===== config.mk =====
export PLATFORM = sky130hd
export DESIGN_NAME = vt_supervisor
export DESIGN_NICKNAME = d
export VERILOG_FILES = /design/src/vt_supervisor.v
export VERILOG_INCLUDE_DIRS = /design/src
export SDC_FILE = /design/constraint.sdc
export NUM_CORES = 2
export LEC_CHECK = 0
export BUFFER_PORTS_ARGS = -buffer_cell sky130_fd_sc_hd__buf_2
export CELL_PAD_IN_SITES_DETAIL_PLACEMENT = 0
export CELL_PAD_IN_SITES_GLOBAL_PLACEMENT = 1
export CORE_AREA = 2 2 440 442
export CTS_BUF_LIST = sky130_fd_sc_hd__clkbuf_4
export CTS_CLUSTER_DIAMETER = 150
export DETAILED_ROUTE_END_ITERATION = 10
export DIE_AREA = 0 0 442 444
export PLACE_DENSITY = 0.6
export SLEW_MARGIN = 5
export SYNTH_ARGS = -nofsm -noshare
export SYNTH_HDL_FRONTEND = slang
export SYNTH_SLANG_ARGS = --single-unit

===== constraint.sdc =====
create_clock -name core_clk -period 55.1 [get_ports core_clk]
set_input_delay 0 -clock core_clk [delete_from_list [all_inputs] [get_ports core_clk]]
set_output_delay 0 -clock core_clk [all_outputs]
set_load 0.02 [all_outputs]

===== src/vt_supervisor_defines.vh =====
// constants for the voltage transformer supervisor: settings, offsets, codes, timing
// assumes a 125 MHz core clock and magnitudes scaled in hundredths of nominal voltage
`ifndef VT_SUPERVISOR_DEFINES_VH
`define VT_SUPERVISOR_DEFINES_VH

// ****************************************************************
// register offsets (word index on the plain register port)
// ****************************************************************
`define OFS_LOW_PICKUP 4'h0
`define OFS_HIGH_DETECT 4'h1
`define OFS_ANGLE_LIMIT 4'h2
`define OFS_CONTROL 4'h3
`define OFS_DELAY 4'h4
`define OFS_STATUS 4'h5
`define OFS_IRQ_STATUS 4'h6
`define OFS_IRQ_MASK 4'h7
`define OFS_REMAINING 4'h8
`define OFS_RATIO_A 4'h9
`define OFS_RATIO_B 4'ha
`define OFS_RATIO_C 4'hb
`define OFS_ANGLE_DIFF 4'hc

// ****************************************************************
// settings: voltages in 0.01 x nominal, angles in 0.01 degree
// ****************************************************************
`define LOW_PICKUP_MIN 8'h05
`define LOW_PICKUP_MAX 8'h32
`define LOW_PICKUP_RST 8'h05
`define HIGH_DETECT_MIN 8'h01
`define HIGH_DETECT_MAX 8'h6e
`define HIGH_DETECT_RST 8'h50
`define ANGLE_LIMIT_MIN 16'h00c8
`define ANGLE_LIMIT_MAX 16'h2328
`define ANGLE_LIMIT_RST 16'h01f4
`define ANGLE_STEP 16'h000a
`define DELAY_MAX 20'h57e40
`define DELAY_RST 20'h000c8

// control register bit positions
`define CTL_BUS_FUSE_EN 0
`define CTL_LINE_FUSE_EN 1
`define CTL_BUS_SEL_LO 2
`define CTL_LINE_SEL_LO 4
`define CTL_RST 6'h03

// interrupt bits
`define IRQ_START 0
`define IRQ_BUS_FAIL 1
`define IRQ_LINE_FAIL 2
`define IRQ_BLOCKED 3

// condition codes
`define COND_NORMAL 3'h0
`define COND_START 3'h1
`define COND_LINE_FAIL 3'h2
`define COND_BUS_FAIL 3'h3
`define COND_BLOCKED 3'h4

// bus state codes
`define BUS_DEAD 3'h0
`define BUS_LIVE_OK 3'h1
`define BUS_LIVE_REV 3'h2
`define BUS_LIVE_UNDEF 3'h3
`define BUS_LIVE_PROBLEM 3'h4

// ****************************************************************
// timing
// ****************************************************************
`define CLK_MHZ 125
`define TIME_BASE_US 5000
`define TIME_BASE_CYC (`TIME_BASE_US * `CLK_MHZ)
`define ANGLE_HIST_MS 40
`define ANGLE_HIST_TICKS (`ANGLE_HIST_MS * 1000 / `TIME_BASE_US)

`endif


===== src/vt_supervisor.v =====
// voltage transformer supervisor: pick-up, angle shift check, fuse inputs, definite delay
// assumes magnitudes and angles from a front end on core_clk; fuse and block pins asynchronous
//
// Strobed register access and the address map were chosen for this implementation.
`timescale 1ns/1ps
`include "vt_supervisor_defines.vh"
`default_nettype none

module vt_supervisor #(
  parameter TIME_BASE_CYCLES = `TIME_BASE_CYC
) (
  input wire core_clk,
  input wire reset_n,
  input wire [7:0] channel_one_magnitude,
  input wire [7:0] channel_two_magnitude,
  input wire [7:0] channel_three_magnitude,
  input wire [7:0] channel_four_magnitude,
  input wire [7:0] positive_seq_magnitude,
  input wire [7:0] negative_seq_magnitude,
  input wire [7:0] zero_seq_magnitude,
  input wire [15:0] channel_one_angle,
  input wire [15:0] channel_two_angle,
  input wire [15:0] channel_three_angle,
  input wire [15:0] channel_four_angle,
  input wire [3:0] fuse_trip_pins,
  input wire block_pin,
  input wire [3:0] reg_addr,
  input wire [31:0] reg_wdata,
  input wire reg_write,
  input wire reg_read,
  output reg [31:0] reg_rdata,
  output wire irq,
  output reg [2:0] condition,
  output reg [2:0] bus_state,
  output reg start_out,
  output reg blocked_out,
  output reg bus_transformer_failure,
  output reg line_transformer_failure
);

  // ****************************************************************
  // helpers
  // ****************************************************************
  // ratio of threshold to magnitude in 1/256, saturated
  function [15:0] thr_ratio;
    input [7:0] thr;
    input [7:0] mag;
    reg [15:0] q;
    begin
      q = 16'h0000;
      if (mag == 8'h00) begin
        q = 16'hffff;
      end else begin
        q = {thr, 8'h00} / {8'h00, mag};
      end
      thr_ratio = q;
    end
  endfunction

  // absolute angle difference wrapped into 0..180 degrees (hundredths)
  function [15:0] ang_diff;
    input [15:0] a;
    input [15:0] b;
    reg [15:0] d;
    begin
      d = (a >= b) ? (a - b) : (b - a);
      if (d > 16'h4650) begin
        d = 16'h8ca0 - d;
      end
      ang_diff = d;
    end
  endfunction

  // ****************************************************************
  // input synchronisers for asynchronous pins
  // ****************************************************************
  reg [4:0] pin_meta_reg;
  reg [4:0] pin_sync_reg;
  // second stage only feeds logic; first stage is read by nothing else
  always @(posedge core_clk or negedge reset_n) begin
    if (!reset_n) begin
      pin_meta_reg <= 5'h00;
      pin_sync_reg <= 5'h00;
    end else begin
      pin_meta_reg <= {block_pin, fuse_trip_pins};
      pin_sync_reg <= pin_meta_reg;
    end
  end

  // ****************************************************************
  // program cycle divider: one enable pulse each 5 ms
  // ****************************************************************
  reg [19:0] tick_cnt_reg;
  wire tick = (tick_cnt_reg == (TIME_BASE_CYCLES - 1));
  always @(posedge core_clk or negedge reset_n) begin
    if (!reset_n) begin
      tick_cnt_reg <= 20'h00000;
    end else if (tick) begin
      tick_cnt_reg <= 20'h00000;
    end else begin
      tick_cnt_reg <= tick_cnt_reg + 20'h00001;
    end
  end

  // ****************************************************************
  // settings registers
  // ****************************************************************
  reg [7:0] low_pickup_reg;
  reg [7:0] high_detect_reg;
  reg [15:0] angle_limit_reg;
  reg [5:0] control_reg;
  reg [19:0] delay_reg;
  reg [3:0] irq_status_reg;
  reg [3:0] irq_mask_reg;
  wire [3:0] irq_event;

  // writes are clamped to the legal range so the comparators never see nonsense
  always @(posedge core_clk or negedge reset_n) begin
    if (!reset_n) begin
      low_pickup_reg <= `LOW_PICKUP_RST;
      high_detect_reg <= `HIGH_DETECT_RST;
      angle_limit_reg <= `ANGLE_LIMIT_RST;
      control_reg <= `CTL_RST;
      delay_reg <= `DELAY_RST;
      irq_mask_reg <= 4'h0;
    end else if (reg_write) begin
      case (reg_addr)
        `OFS_LOW_PICKUP: begin
          low_pickup_reg <= (reg_wdata[7:0] < `LOW_PICKUP_MIN) ? `LOW_PICKUP_MIN :
                            (reg_wdata[7:0] > `LOW_PICKUP_MAX) ? `LOW_PICKUP_MAX : reg_wdata[7:0];
        end
        `OFS_HIGH_DETECT: begin
          high_detect_reg <= (reg_wdata[7:0] < `HIGH_DETECT_MIN) ? `HIGH_DETECT_MIN :
                             (reg_wdata[7:0] > `HIGH_DETECT_MAX) ? `HIGH_DETECT_MAX : reg_wdata[7:0];
        end
        `OFS_ANGLE_LIMIT: begin
          angle_limit_reg <= (reg_wdata[15:0] < `ANGLE_LIMIT_MIN) ? `ANGLE_LIMIT_MIN :
                             (reg_wdata[15:0] > `ANGLE_LIMIT_MAX) ? `ANGLE_LIMIT_MAX :
                             (reg_wdata[15:0] - (reg_wdata[15:0] % `ANGLE_STEP));
        end
        `OFS_CONTROL: begin
          control_reg <= reg_wdata[5:0];
        end
        `OFS_DELAY: begin
          delay_reg <= (reg_wdata[19:0] > `DELAY_MAX) ? `DELAY_MAX : reg_wdata[19:0];
        end
        `OFS_IRQ_MASK: begin
          irq_mask_reg <= reg_wdata[3:0];
        end
        default: begin
        end
      endcase
    end
  end

  // sticky events; a new event wins over a write-one clear in the same cycle
  always @(posedge core_clk or negedge reset_n) begin
    if (!reset_n) begin
      irq_status_reg <= 4'h0;
    end else begin
      irq_status_reg <= (irq_status_reg & ~((reg_write && reg_addr == `OFS_IRQ_STATUS) ?
                        reg_wdata[3:0] : 4'h0)) | irq_event;
    end
  end
  assign irq = |(irq_status_reg & irq_mask_reg);

  // ****************************************************************
  // measurement sampling on the program cycle
  // ****************************************************************
  reg [7:0] mag_reg [0:3];
  reg [15:0] ang_reg [0:3];
  reg [7:0] pos_seq_reg;
  reg [7:0] neg_seq_reg;
  reg [7:0] zero_seq_reg;
  reg block_smp_reg;
  reg [4:0] fill_reg;
  wire [31:0] mag_in = {channel_four_magnitude, channel_three_magnitude,
                        channel_two_magnitude, channel_one_magnitude};
  wire [63:0] ang_in = {channel_four_angle, channel_three_angle, channel_two_angle, channel_one_angle};

  // magnitudes and angles are taken once per 5 ms cycle
  always @(posedge core_clk or negedge reset_n) begin
    if (!reset_n) begin
      pos_seq_reg <= 8'h00;
      neg_seq_reg <= 8'h00;
      zero_seq_reg <= 8'h00;
      block_smp_reg <= 1'b0;
    end else if (tick) begin
      pos_seq_reg <= positive_seq_magnitude;
      neg_seq_reg <= negative_seq_magnitude;
      zero_seq_reg <= zero_seq_magnitude;
      block_smp_reg <= pin_sync_reg[4];
    end
  end

  // angle history: eight program cycles make up 40 ms
  reg [15:0] hist_reg [0:3][0:7];
  reg [15:0] diff_reg [0:3];
  wire [3:0] shift_small;
  genvar gc;
  generate
    for (gc = 0; gc < 4; gc = gc + 1) begin : g_chan
      integer k;
      always @(posedge core_clk or negedge reset_n) begin
        if (!reset_n) begin
          mag_reg[gc] <= 8'h00;
          ang_reg[gc] <= 16'h0000;
          diff_reg[gc] <= 16'h0000;
          for (k = 0; k < 8; k = k + 1) begin
            hist_reg[gc][k] <= 16'h0000;
          end
        end else if (tick) begin
          mag_reg[gc] <= mag_in[gc*8 +: 8];
          ang_reg[gc] <= ang_in[gc*16 +: 16];
          hist_reg[gc][0] <= ang_in[gc*16 +: 16];
          for (k = 1; k < 8; k = k + 1) begin
            hist_reg[gc][k] <= hist_reg[gc][k-1];
          end
          diff_reg[gc] <= ang_diff(ang_in[gc*16 +: 16], hist_reg[gc][7]);
        end
      end
      assign shift_small[gc] = diff_reg[gc] < angle_limit_reg;
    end
  endgenerate

  // history fill counter: no inhibit decision until 40 ms of angles exist
  always @(posedge core_clk or negedge reset_n) begin
    if (!reset_n) begin
      fill_reg <= 5'h00;
    end else if (tick && fill_reg <= `ANGLE_HIST_TICKS) begin
      fill_reg <= fill_reg + 5'h01;
    end
  end

  // ****************************************************************
  // pick-up evaluation; settings read live so a group change acts at once
  // ****************************************************************
  wire [2:0] low_hit;
  wire [2:0] high_hit;
  wire [2:0] in_limits;
  generate
    for (gc = 0; gc < 3; gc = gc + 1) begin : g_phase
      assign low_hit[gc] = mag_reg[gc] < low_pickup_reg;
      assign high_hit[gc] = mag_reg[gc] > high_detect_reg;
      assign in_limits[gc] = !low_hit[gc] && mag_reg[gc] <= `HIGH_DETECT_MAX;
    end
  endgenerate
  wire two_high = (high_hit[0] & high_hit[1]) | (high_hit[0] & high_hit[2]) | (high_hit[1] & high_hit[2]);
  wire angle_inhibit = (fill_reg > `ANGLE_HIST_TICKS) && (&shift_small[2:0]);
  wire pickup = (|low_hit) && two_high && !angle_inhibit;
  wire bus_fuse = control_reg[`CTL_BUS_FUSE_EN] &&
                  pin_sync_reg[control_reg[`CTL_BUS_SEL_LO +: 2]];
  wire line_fuse = control_reg[`CTL_LINE_FUSE_EN] &&
                   pin_sync_reg[control_reg[`CTL_LINE_SEL_LO +: 2]];
  wire all_dead = (mag_reg[0] < low_pickup_reg) && (mag_reg[1] < low_pickup_reg) &&
                  (mag_reg[2] < low_pickup_reg);

  // threshold ratios per phase, recomputed on each program cycle tick
  reg [15:0] ratio_reg [0:2];
  integer p;
  always @(posedge core_clk or negedge reset_n) begin
    if (!reset_n) begin
      for (p = 0; p < 3; p = p + 1) begin
        ratio_reg[p] <= 16'h0000;
      end
    end else if (tick) begin
      for (p = 0; p < 3; p = p + 1) begin
        ratio_reg[p] <= thr_ratio(low_pickup_reg, mag_reg[p]);
      end
    end
  end

  // ****************************************************************
  // condition machine with definite delay
  // ****************************************************************
  localparam [3:0] ST_NORMAL = 4'b0001;
  localparam [3:0] ST_START = 4'b0010;
  localparam [3:0] ST_FAIL = 4'b0100;
  localparam [3:0] ST_BLOCKED = 4'b1000;
  reg [3:0] state_reg;
  reg [3:0] state_next;
  reg [19:0] elapsed_reg;
  reg [19:0] elapsed_next;

  // evaluated only on the program cycle tick; block is the value sampled at cycle start
  always @* begin
    state_next = state_reg;
    elapsed_next = elapsed_reg;
    if (tick) begin
      case (state_reg)
        ST_NORMAL: begin
          if (pickup && block_smp_reg) begin
            state_next = ST_BLOCKED;
          end else if (pickup) begin
            state_next = ST_START;
            elapsed_next = 20'h00000;
          end
        end
        ST_START: begin
          if (!pickup || block_smp_reg) begin
            state_next = ST_NORMAL;
            elapsed_next = 20'h00000;
          end else if (elapsed_reg + 20'h00001 >= delay_reg) begin
            state_next = ST_FAIL;
            elapsed_next = delay_reg;
          end else begin
            elapsed_next = elapsed_reg + 20'h00001;
          end
        end
        ST_FAIL: begin
          if (!pickup) begin
            state_next = ST_NORMAL;
            elapsed_next = 20'h00000;
          end
        end
        ST_BLOCKED: begin
          if (!pickup) begin
            state_next = ST_NORMAL;
          end
        end
        default: begin
          state_next = ST_NORMAL;
          elapsed_next = 20'h00000;
        end
      endcase
    end
  end

  always @(posedge core_clk or negedge reset_n) begin
    if (!reset_n) begin
      state_reg <= ST_NORMAL;
      elapsed_reg <= 20'h00000;
    end else begin
      state_reg <= state_next;
      elapsed_reg <= elapsed_next;
    end
  end

  // remaining time in 5 ms steps, signed; negative once delay is written below the elapsed count
  wire signed [20:0] remaining = $signed({1'b0, delay_reg}) - $signed({1'b0, elapsed_reg});

  // ****************************************************************
  // registered outputs
  // ****************************************************************
  reg [2:0] cond_next;
  reg [2:0] bus_next;
  always @* begin
    cond_next = `COND_NORMAL;
    if (state_reg == ST_BLOCKED) begin
      cond_next = `COND_BLOCKED;
    end else if (line_fuse) begin
      cond_next = `COND_LINE_FAIL;
    end else if (state_reg == ST_FAIL || bus_fuse) begin
      cond_next = `COND_BUS_FAIL;
    end else if (state_reg == ST_START) begin
      cond_next = `COND_START;
    end
    if (pickup || bus_fuse || line_fuse) begin
      bus_next = `BUS_LIVE_PROBLEM;
    end else if (all_dead) begin
      bus_next = `BUS_DEAD;
    end else if (!(&in_limits) || neg_seq_reg > pos_seq_reg) begin
      bus_next = (neg_seq_reg > pos_seq_reg) ? `BUS_LIVE_REV : `BUS_LIVE_UNDEF;
    end else if (neg_seq_reg == pos_seq_reg || zero_seq_reg > pos_seq_reg) begin
      bus_next = `BUS_LIVE_UNDEF;
    end else begin
      bus_next = `BUS_LIVE_OK;
    end
  end

  always @(posedge core_clk or negedge reset_n) begin
    if (!reset_n) begin
      condition <= `COND_NORMAL;
      bus_state <= `BUS_DEAD;
      start_out <= 1'b0;
      blocked_out <= 1'b0;
      bus_transformer_failure <= 1'b0;
      line_transformer_failure <= 1'b0;
    end else begin
      condition <= cond_next;
      bus_state <= bus_next;
      start_out <= state_reg == ST_START;
      blocked_out <= state_reg == ST_BLOCKED;
      bus_transformer_failure <= state_reg == ST_FAIL || bus_fuse;
      line_transformer_failure <= line_fuse;
    end
  end

  assign irq_event = {state_next == ST_BLOCKED && state_reg != ST_BLOCKED,
                      line_fuse && !line_transformer_failure,
                      state_next == ST_FAIL && state_reg != ST_FAIL,
                      state_next == ST_START && state_reg != ST_START};

  // ****************************************************************
  // register read port, data one cycle after the strobe
  // ****************************************************************
  always @(posedge core_clk or negedge reset_n) begin
    if (!reset_n) begin
      reg_rdata <= 32'h00000000;
    end else if (reg_read) begin
      case (reg_addr)
        `OFS_LOW_PICKUP: reg_rdata <= {24'h000000, low_pickup_reg};
        `OFS_HIGH_DETECT: reg_rdata <= {24'h000000, high_detect_reg};
        `OFS_ANGLE_LIMIT: reg_rdata <= {16'h0000, angle_limit_reg};
        `OFS_CONTROL: reg_rdata <= {26'h0000000, control_reg};
        `OFS_DELAY: reg_rdata <= {12'h000, delay_reg};
        `OFS_STATUS: reg_rdata <= {24'h000000, 2'h0, bus_state, condition};
        `OFS_IRQ_STATUS: reg_rdata <= {28'h0000000, irq_status_reg};
        `OFS_IRQ_MASK: reg_rdata <= {28'h0000000, irq_mask_reg};
        `OFS_REMAINING: reg_rdata <= {{11{remaining[20]}}, remaining};
        `OFS_RATIO_A: reg_rdata <= {16'h0000, ratio_reg[0]};
        `OFS_RATIO_B: reg_rdata <= {16'h0000, ratio_reg[1]};
        `OFS_RATIO_C: reg_rdata <= {16'h0000, ratio_reg[2]};
        `OFS_ANGLE_DIFF: reg_rdata <= {diff_reg[1], diff_reg[0]};
        default: reg_rdata <= 32'h00000000;
      endcase
    end else begin
      reg_rdata <= 32'h00000000;
    end
  end

endmodule // vt_supervisor

`default_nettype wire


* Word-level counts from Yosys, hierarchy flattened *
Index checks and enable logic that the tools add are counted.
W data, S select, Z words.

word-level totals
  flip-flop bits (word level) = 696
  output and inout port bits = 43
  bits of input ports = 165
  bits in latches = 0
  logic and storage cells = 236
  memories kept = 0
  RAM bits = 0
  ROM bits = 0

cells by class
  add/subtract/negate cells = 14
  reduce and logical (&&, ||, !) cells = 46
  $mul = 0
  magnitude comparators = 32
  equal/unequal tests = 27
  shift operators = 0
  divide/modulo/power cells = 4
  mux-type cells = 46
  bitwise logic cells = 10

operator list
  operator                  number
  $pmux W32 S13             1
  $mux W16                  11
  $mux W20                  7
  $sub A16 B16 Y16          7
  $pmux W20 S4              1
  $div A16 B8 Y16           3
  $ge A16 B16 Y1            3
  $gt A16 B15 Y1 const B    3
  $lt A16 B16 Y1            3
  $sub A16 B16 Y16 const A  3
  $add A20 B1 Y20 const B   2
  $gt A8 B8 Y1              5
  $mux W32                  1
  $mux W8                   4
  $eq A4 B4 Y1 const B      7
  $mux W4                   7
  $eq A4 B3 Y1 const B      6
  $le A8 B7 Y1 const B      3
  $logic_not A8 Y1          3
  $lt A8 B8 Y1              3
  $sub A20 B20 Y21          1
  $eq A20 B20 Y1 const B    1
  $ge A20 B20 Y1            1
  $gt A20 B19 Y1 const B    1
  other kinds (39)          92

* Depth between registers and ports, before layout *
  word-level depth = 14
  mapped depth = 149

* Least setup slack after synthesis *
OpenSTA, ideal clock, no wires.

  path type = flip-flop to flip-flop
  start point = register mag_reg[16] (netlist name)
  end point = register ratio_reg[16] (netlist name)
  setup slack = 24811 ps
  arrival = 30156 ps
  setup time = 133 ps
  path buffers = 9
  clock period less this slack = 30289 ps
  cell stages (with the launch flop) = 142
  cell sequence = dfrtp_1 -> clkbuf_1 -> inv_1 -> clkbuf_1 -> ha_1 -> a21oi_1 -> ha_1 -> or3_1 -> a311oi_1 -> a211oi_1 -> ha_1 -> or2_2 -> o2111ai_1 -> nor3_1 -> or2_2 -> ha_1 -> or2_2 -> o311a_1 -> [... 106 more ...] -> o21a_1 -> o21a_1 -> o21ai_0 -> nand2b_1 -> buf_1 -> a2111o_1 -> a221oi_1 -> a311oi_1 -> nor4_2 -> nand4_1 -> mux2_2 -> ha_1 -> a21o_1 -> a21o_1 -> a21oi_1 -> o2111ai_1 -> o32ai_1 -> nand3_1

between the ends
  cells in the longest elaborated chain, start to end = 2
  elaborated cells between the ends (all ways) = 3

ends and longest elaborated chain
  element                                                     line                                    RTL
  start: declaration                                          vt_supervisor.v:170                     reg [7:0] mag_reg [0:3];
  start signal: indexed assignment                            vt_supervisor.v:213                     mag_reg[gc] <= mag_in[gc*8 +: 8];
  $div A16 B8 Y16 / $logic_not A8 Y1 (equally long branches)  vt_supervisor.v:54, vt_supervisor.v:51
  $mux W16 *                                                  vt_supervisor.v:51                      if (mag == 8'h00) begin
  end signal: indexed assignment                              vt_supervisor.v:268                     ratio_reg[p] <= thr_ratio(low_pickup_reg, mag_reg[p]);
  end: declaration                                            vt_supervisor.v:259                     reg [15:0] ratio_reg [0:2];

Every way passes the cells marked *; elsewhere a longest branch is shown, timed or not.
A chain may end at the register's enable or synchronous reset.

* Worst setup path after layout *
  start point = register mag_reg[22] (netlist name)
  end point = register ratio_reg[16] (netlist name)

Same word-level chain as after synthesis.

==> results_dict.tcl <==
set metrics [dict create \
    status "finished clean" \
    area_delta_synth_final_pct 17.4 \
    globalRoute.totalOverflow 0 \
    numPortBuffers 171 \
    timing.max_cap.violations 0 \
    largest_register_ffs 384 \
    dr_total_vias 51600 \
    synthFlopType "sky130_fd_sc_hd__dfrtp_1" \
    category_of_the_worst_setup_path_capture_point "flop" \
    worst_pin_slew_ns 1.24 \
    highest_count_cells_in_the_layout_ignoring_fill_and_taps "sky130_fd_sc_hd__nand2_1 (1427), sky130_fd_sc_hd__dfrtp_1 (677), sky130_fd_sc_hd__ha_1 (543), sky130_fd_sc_hd__o21ai_0 (500), sky130_fd_sc_hd__nor2_1 (384)" \
    post_route_wl_um 186000 \
    placedInstanceArea_sq_mm 0.0590 \
    syn_inst 6839 \
    post_synth_and_or_nand_nor_area_fraction_pct 21.3 \
    rsz_0062_raised_after_global_routing "false" \
    r2r_cell_count 136 \
    p_leak_nw 31.5 \
    timing.final.max_slew_violations 0 \
    timing.critical_path.from_type "flop" \
    clk_transition_reported_paths_ns 0.06 \
    detail_route.wl_per_cell_um 18.5 \
    peakVddDrop_v 0.0000170 \
    grt_total_usage_pct 18.6 \
    drt_drc_violations_left 0 \
    dp.final_hpwl_um 136000 \
    async_reset_ff_share_pct 100 \
    timing.setup.critical_path_class "reg -> reg" \
    slew-limit-headroom_pct 16.5 \
    final_design_area_excluding_fillers_sq_mm 0.0649 \
    worst_flop_to_flop_path_endpoint "ratio_reg[16]" \
    postSynthRegisterBits 693 \
    synth.cell_area_sq_mm 0.0553 \
    cts_max_path_buffers 3 \
    grt_pass1_vias 50500 \
    cts_hold_repair.buffers 332 \
    cts-root-buf "sky130_fd_sc_hd__clkbuf_4" \
    clock_insertion_delay_worst_skew_ns 1.25 \
    antenna_violations_before_repair 13 \
    crit_required_ns 56.19 \
    share_of_post_route_cells_with_drive_strength_above_1_pct 10.2 \
    critical_path.max_fanout 18 \
    post_synth_edffs 0 \
    powerDensity_mw_per_mm2 28.0 \
    startpoint_of_the_worst_slack_reg_to_reg_timing_path "mag_reg[22]" \
    crit_path_max_incr_delay_ns 0.77 \
    avgSynthCellArea_sq_um 8.09 \
    cpMostUsedCell "sky130_fd_sc_hd__o21a_1" \
    core_sq_mm 0.192 \
    synth.area.mux_share_pct 3.06 \
    fillers 20200 \
    hold_path_class "in -> reg" \
    power.total_w 0.00182 \
    resized_gates_after_cts 0 \
    die_h_um 444 \
    synthAdderAreaFrac_pct 12.7 \
    seq_area_frac_synth_pct 31.4 \
    design.die.area_sq_mm 0.196 \
    global_route_wire_length_before_repair_um 291000 \
    cts_tree "built" \
    post-cts-setup-buffers 0 \
    synth_compound_gate_area_share_pct 22.8 \
    finalClockSkew_ns 0.106 \
    layout_commonest_cell "sky130_fd_sc_hd__nand2_1" \
    finalNetCount 8067 \
    yosysUniqueCellTypes 118 \
    setup_tns_ns 0 \
    start_util_pct 28.9 \
    synth_top_family_by_area "compound AO/OA/AOI/OAI gates" \
    cts.sinks 693 \
    numCtsBuffers 201 \
    floorplan.io_pins 208 \
    yosys_warnings 0 \
    drt_pre_antenna_iters 6 \
    die_w_um 442 \
    h-tree-depth 4 \
    drt-initial-drc-count 3330 \
    fin_crit_ns 36.04 \
    critical_path_endpoint "ratio_reg[16]" \
    placer_s_final_routability_congestion_estimate 0.889 \
    placementRows 161 \
    routed_via_density 5.13 \
    yosys.area_share.xor_xnor_pct 4.43 \
    finish.utilization_pct 33.9 \
    max_frequency_mhz 27.7 \
    portion_of_the_clock_cycle_consumed_by_the_worst_path_in_the_final_layout_pct 65.4 \
    setup_viol_count_final 0 \
    grt_max_degree 210 \
    setup.reg_to_reg.worst_slack_ns 19.06 \
    cp.arrival_ns 37.13 \
    hold_viol_final 0 \
    worstSetupStartpoint "mag_reg[22]" \
    ant_nets 0 \
    cpMaxStageDelayCell "sky130_fd_sc_hd__nor2_1" \
]
## per-layer routing
| layer | vias up | wire length [um] | global-route usage (%) |
|---|---|---|---|
| met2 | 1013 | 86200 | 30.5 |
| met5 | - | 28 | 0 |
| met3 | 272 | 7520 | 2.72 |
| met4 | 6 | 5830 | 6.64 |
| met1 | 24800 | 86300 | 24.7 |
| li1 | 25400 | - | - |
## through the flow
step                hold WS, ns  instances  setup slack, ns
floorplan                -0.296       6844            24.81
global placement          0.112       9340            19.71
detailed placement        0.116       9340            19.47
CTS                     0.00591      10000            19.35
global route             0.0981      10000            16.41
finish                    0.161      10000            19.06
## worst max-delay path, delay by kind of cell, from the launching register on
kind | cells | cell delay [ns]
muxes | 5 | 1.72
xor gates and xnor gates | 1 | 0.16
buffers and inverters | 6 | 0.87
AOI/OAI and AO/OA | 79 | 17.80
adders and majority gates | 16 | 4.91
and+or+nand+nor | 29 | 9.87
DFF | 1 | 0.52
## cell usage after synthesis, types with 36 or more instances
master / n / share of area, %
sky130_fd_sc_hd__o22ai_1: 36 / 0.41
sky130_fd_sc_hd__nand4_1: 54 / 0.61
sky130_fd_sc_hd__a21oi_1: 367 / 3.3
sky130_fd_sc_hd__a21boi_0: 48 / 0.65
sky130_fd_sc_hd__o21a_1: 144 / 2.0
sky130_fd_sc_hd__nor2_1: 385 / 2.6
sky130_fd_sc_hd__a21o_1: 203 / 2.8
sky130_fd_sc_hd__a22oi_1: 41 / 0.56
sky130_fd_sc_hd__xor2_1: 90 / 1.4
sky130_fd_sc_hd__ha_1: 543 / 12
sky130_fd_sc_hd__o211ai_1: 54 / 0.73
sky130_fd_sc_hd__nor2b_1: 70 / 0.79
sky130_fd_sc_hd__and2_1: 41 / 0.46
sky130_fd_sc_hd__clkbuf_1: 257 / 1.7
sky130_fd_sc_hd__o31ai_1: 63 / 0.86
sky130_fd_sc_hd__mux2_2: 87 / 1.8
sky130_fd_sc_hd__xnor2_1: 190 / 3.0
sky130_fd_sc_hd__or3_1: 40 / 0.45
sky130_fd_sc_hd__inv_1: 354 / 2.4
sky130_fd_sc_hd__dfrtp_1: 677 / 31
sky130_fd_sc_hd__nand3_1: 117 / 1.1
sky130_fd_sc_hd__mux2i_1: 63 / 1.1
sky130_fd_sc_hd__o21ai_0: 501 / 4.5
sky130_fd_sc_hd__a211oi_1: 58 / 0.79
sky130_fd_sc_hd__nor3_1: 165 / 1.5
sky130_fd_sc_hd__and3_1: 54 / 0.61
sky130_fd_sc_hd__nand2_1: 1427 / 9.7
sky130_fd_sc_hd__nand2b_1: 85 / 0.96
sky130_fd_sc_hd__a31oi_1: 58 / 0.66
## cell type report
| cell class | instances | area (sq um) | share of cell area [%] |
|---|---|---|---|
| Clock buffer | 304 | 2280 | 3.52 |
| Antenna cell | 13 | 32.5 | 0.0501 |
| Clock inverter | 53 | 268 | 0.413 |
| Timing Repair Buffer | 576 | 4780 | 7.36 |
| Multi-Input combinational cell | 5520 | 35700 | 55.0 |
| Tap cell | 2526 | 3160 | 4.87 |
| Sequential cell | 693 | 17400 | 26.7 |
| Inverter | 357 | 1340 | 2.06 |
## worst min-delay path by stage
stage / to / startpoint / slack [ns] / cells after the start
after detailed placement: hist_reg[198] / reset_n / 0.12 / 1
after global routing: mag_reg[19] / channel_two_magnitude[3] / 0.1 / 5
after CTS: mag_reg[19] / channel_two_magnitude[3] / 0.006 / 5
final: mag_reg[30] / channel_one_magnitude[6] / 0.16 / 5
after floorplan: angle_limit_reg[10] / reset_n / -0.30 / 0
after global placement: pin_meta_reg[2] / fuse_trip_pins[2] / 0.11 / 1
## cells by family after synthesis
| logic type | count (synthesis) |
|---|---|
| other | 1 |
| multiplexers | 154 |
| XOR/XNOR | 280 |
| buffers and inverters | 631 |
| AND/OR/NAND/NOR | 2615 |
| flip-flops | 693 |
| adder cells (fa/ha/maj) | 554 |
| AO/OA/AOI/OAI | 1911 |
## power breakdown
part           total, W  leakage, nW  switching [W]  internal [W]
clock          0.000495         1.52       0.000240      0.000255
sequential     0.000540         8.73      0.0000164      0.000524
combinational  0.000784         21.3       0.000467      0.000317
Power figures use the tool's default switching activity.
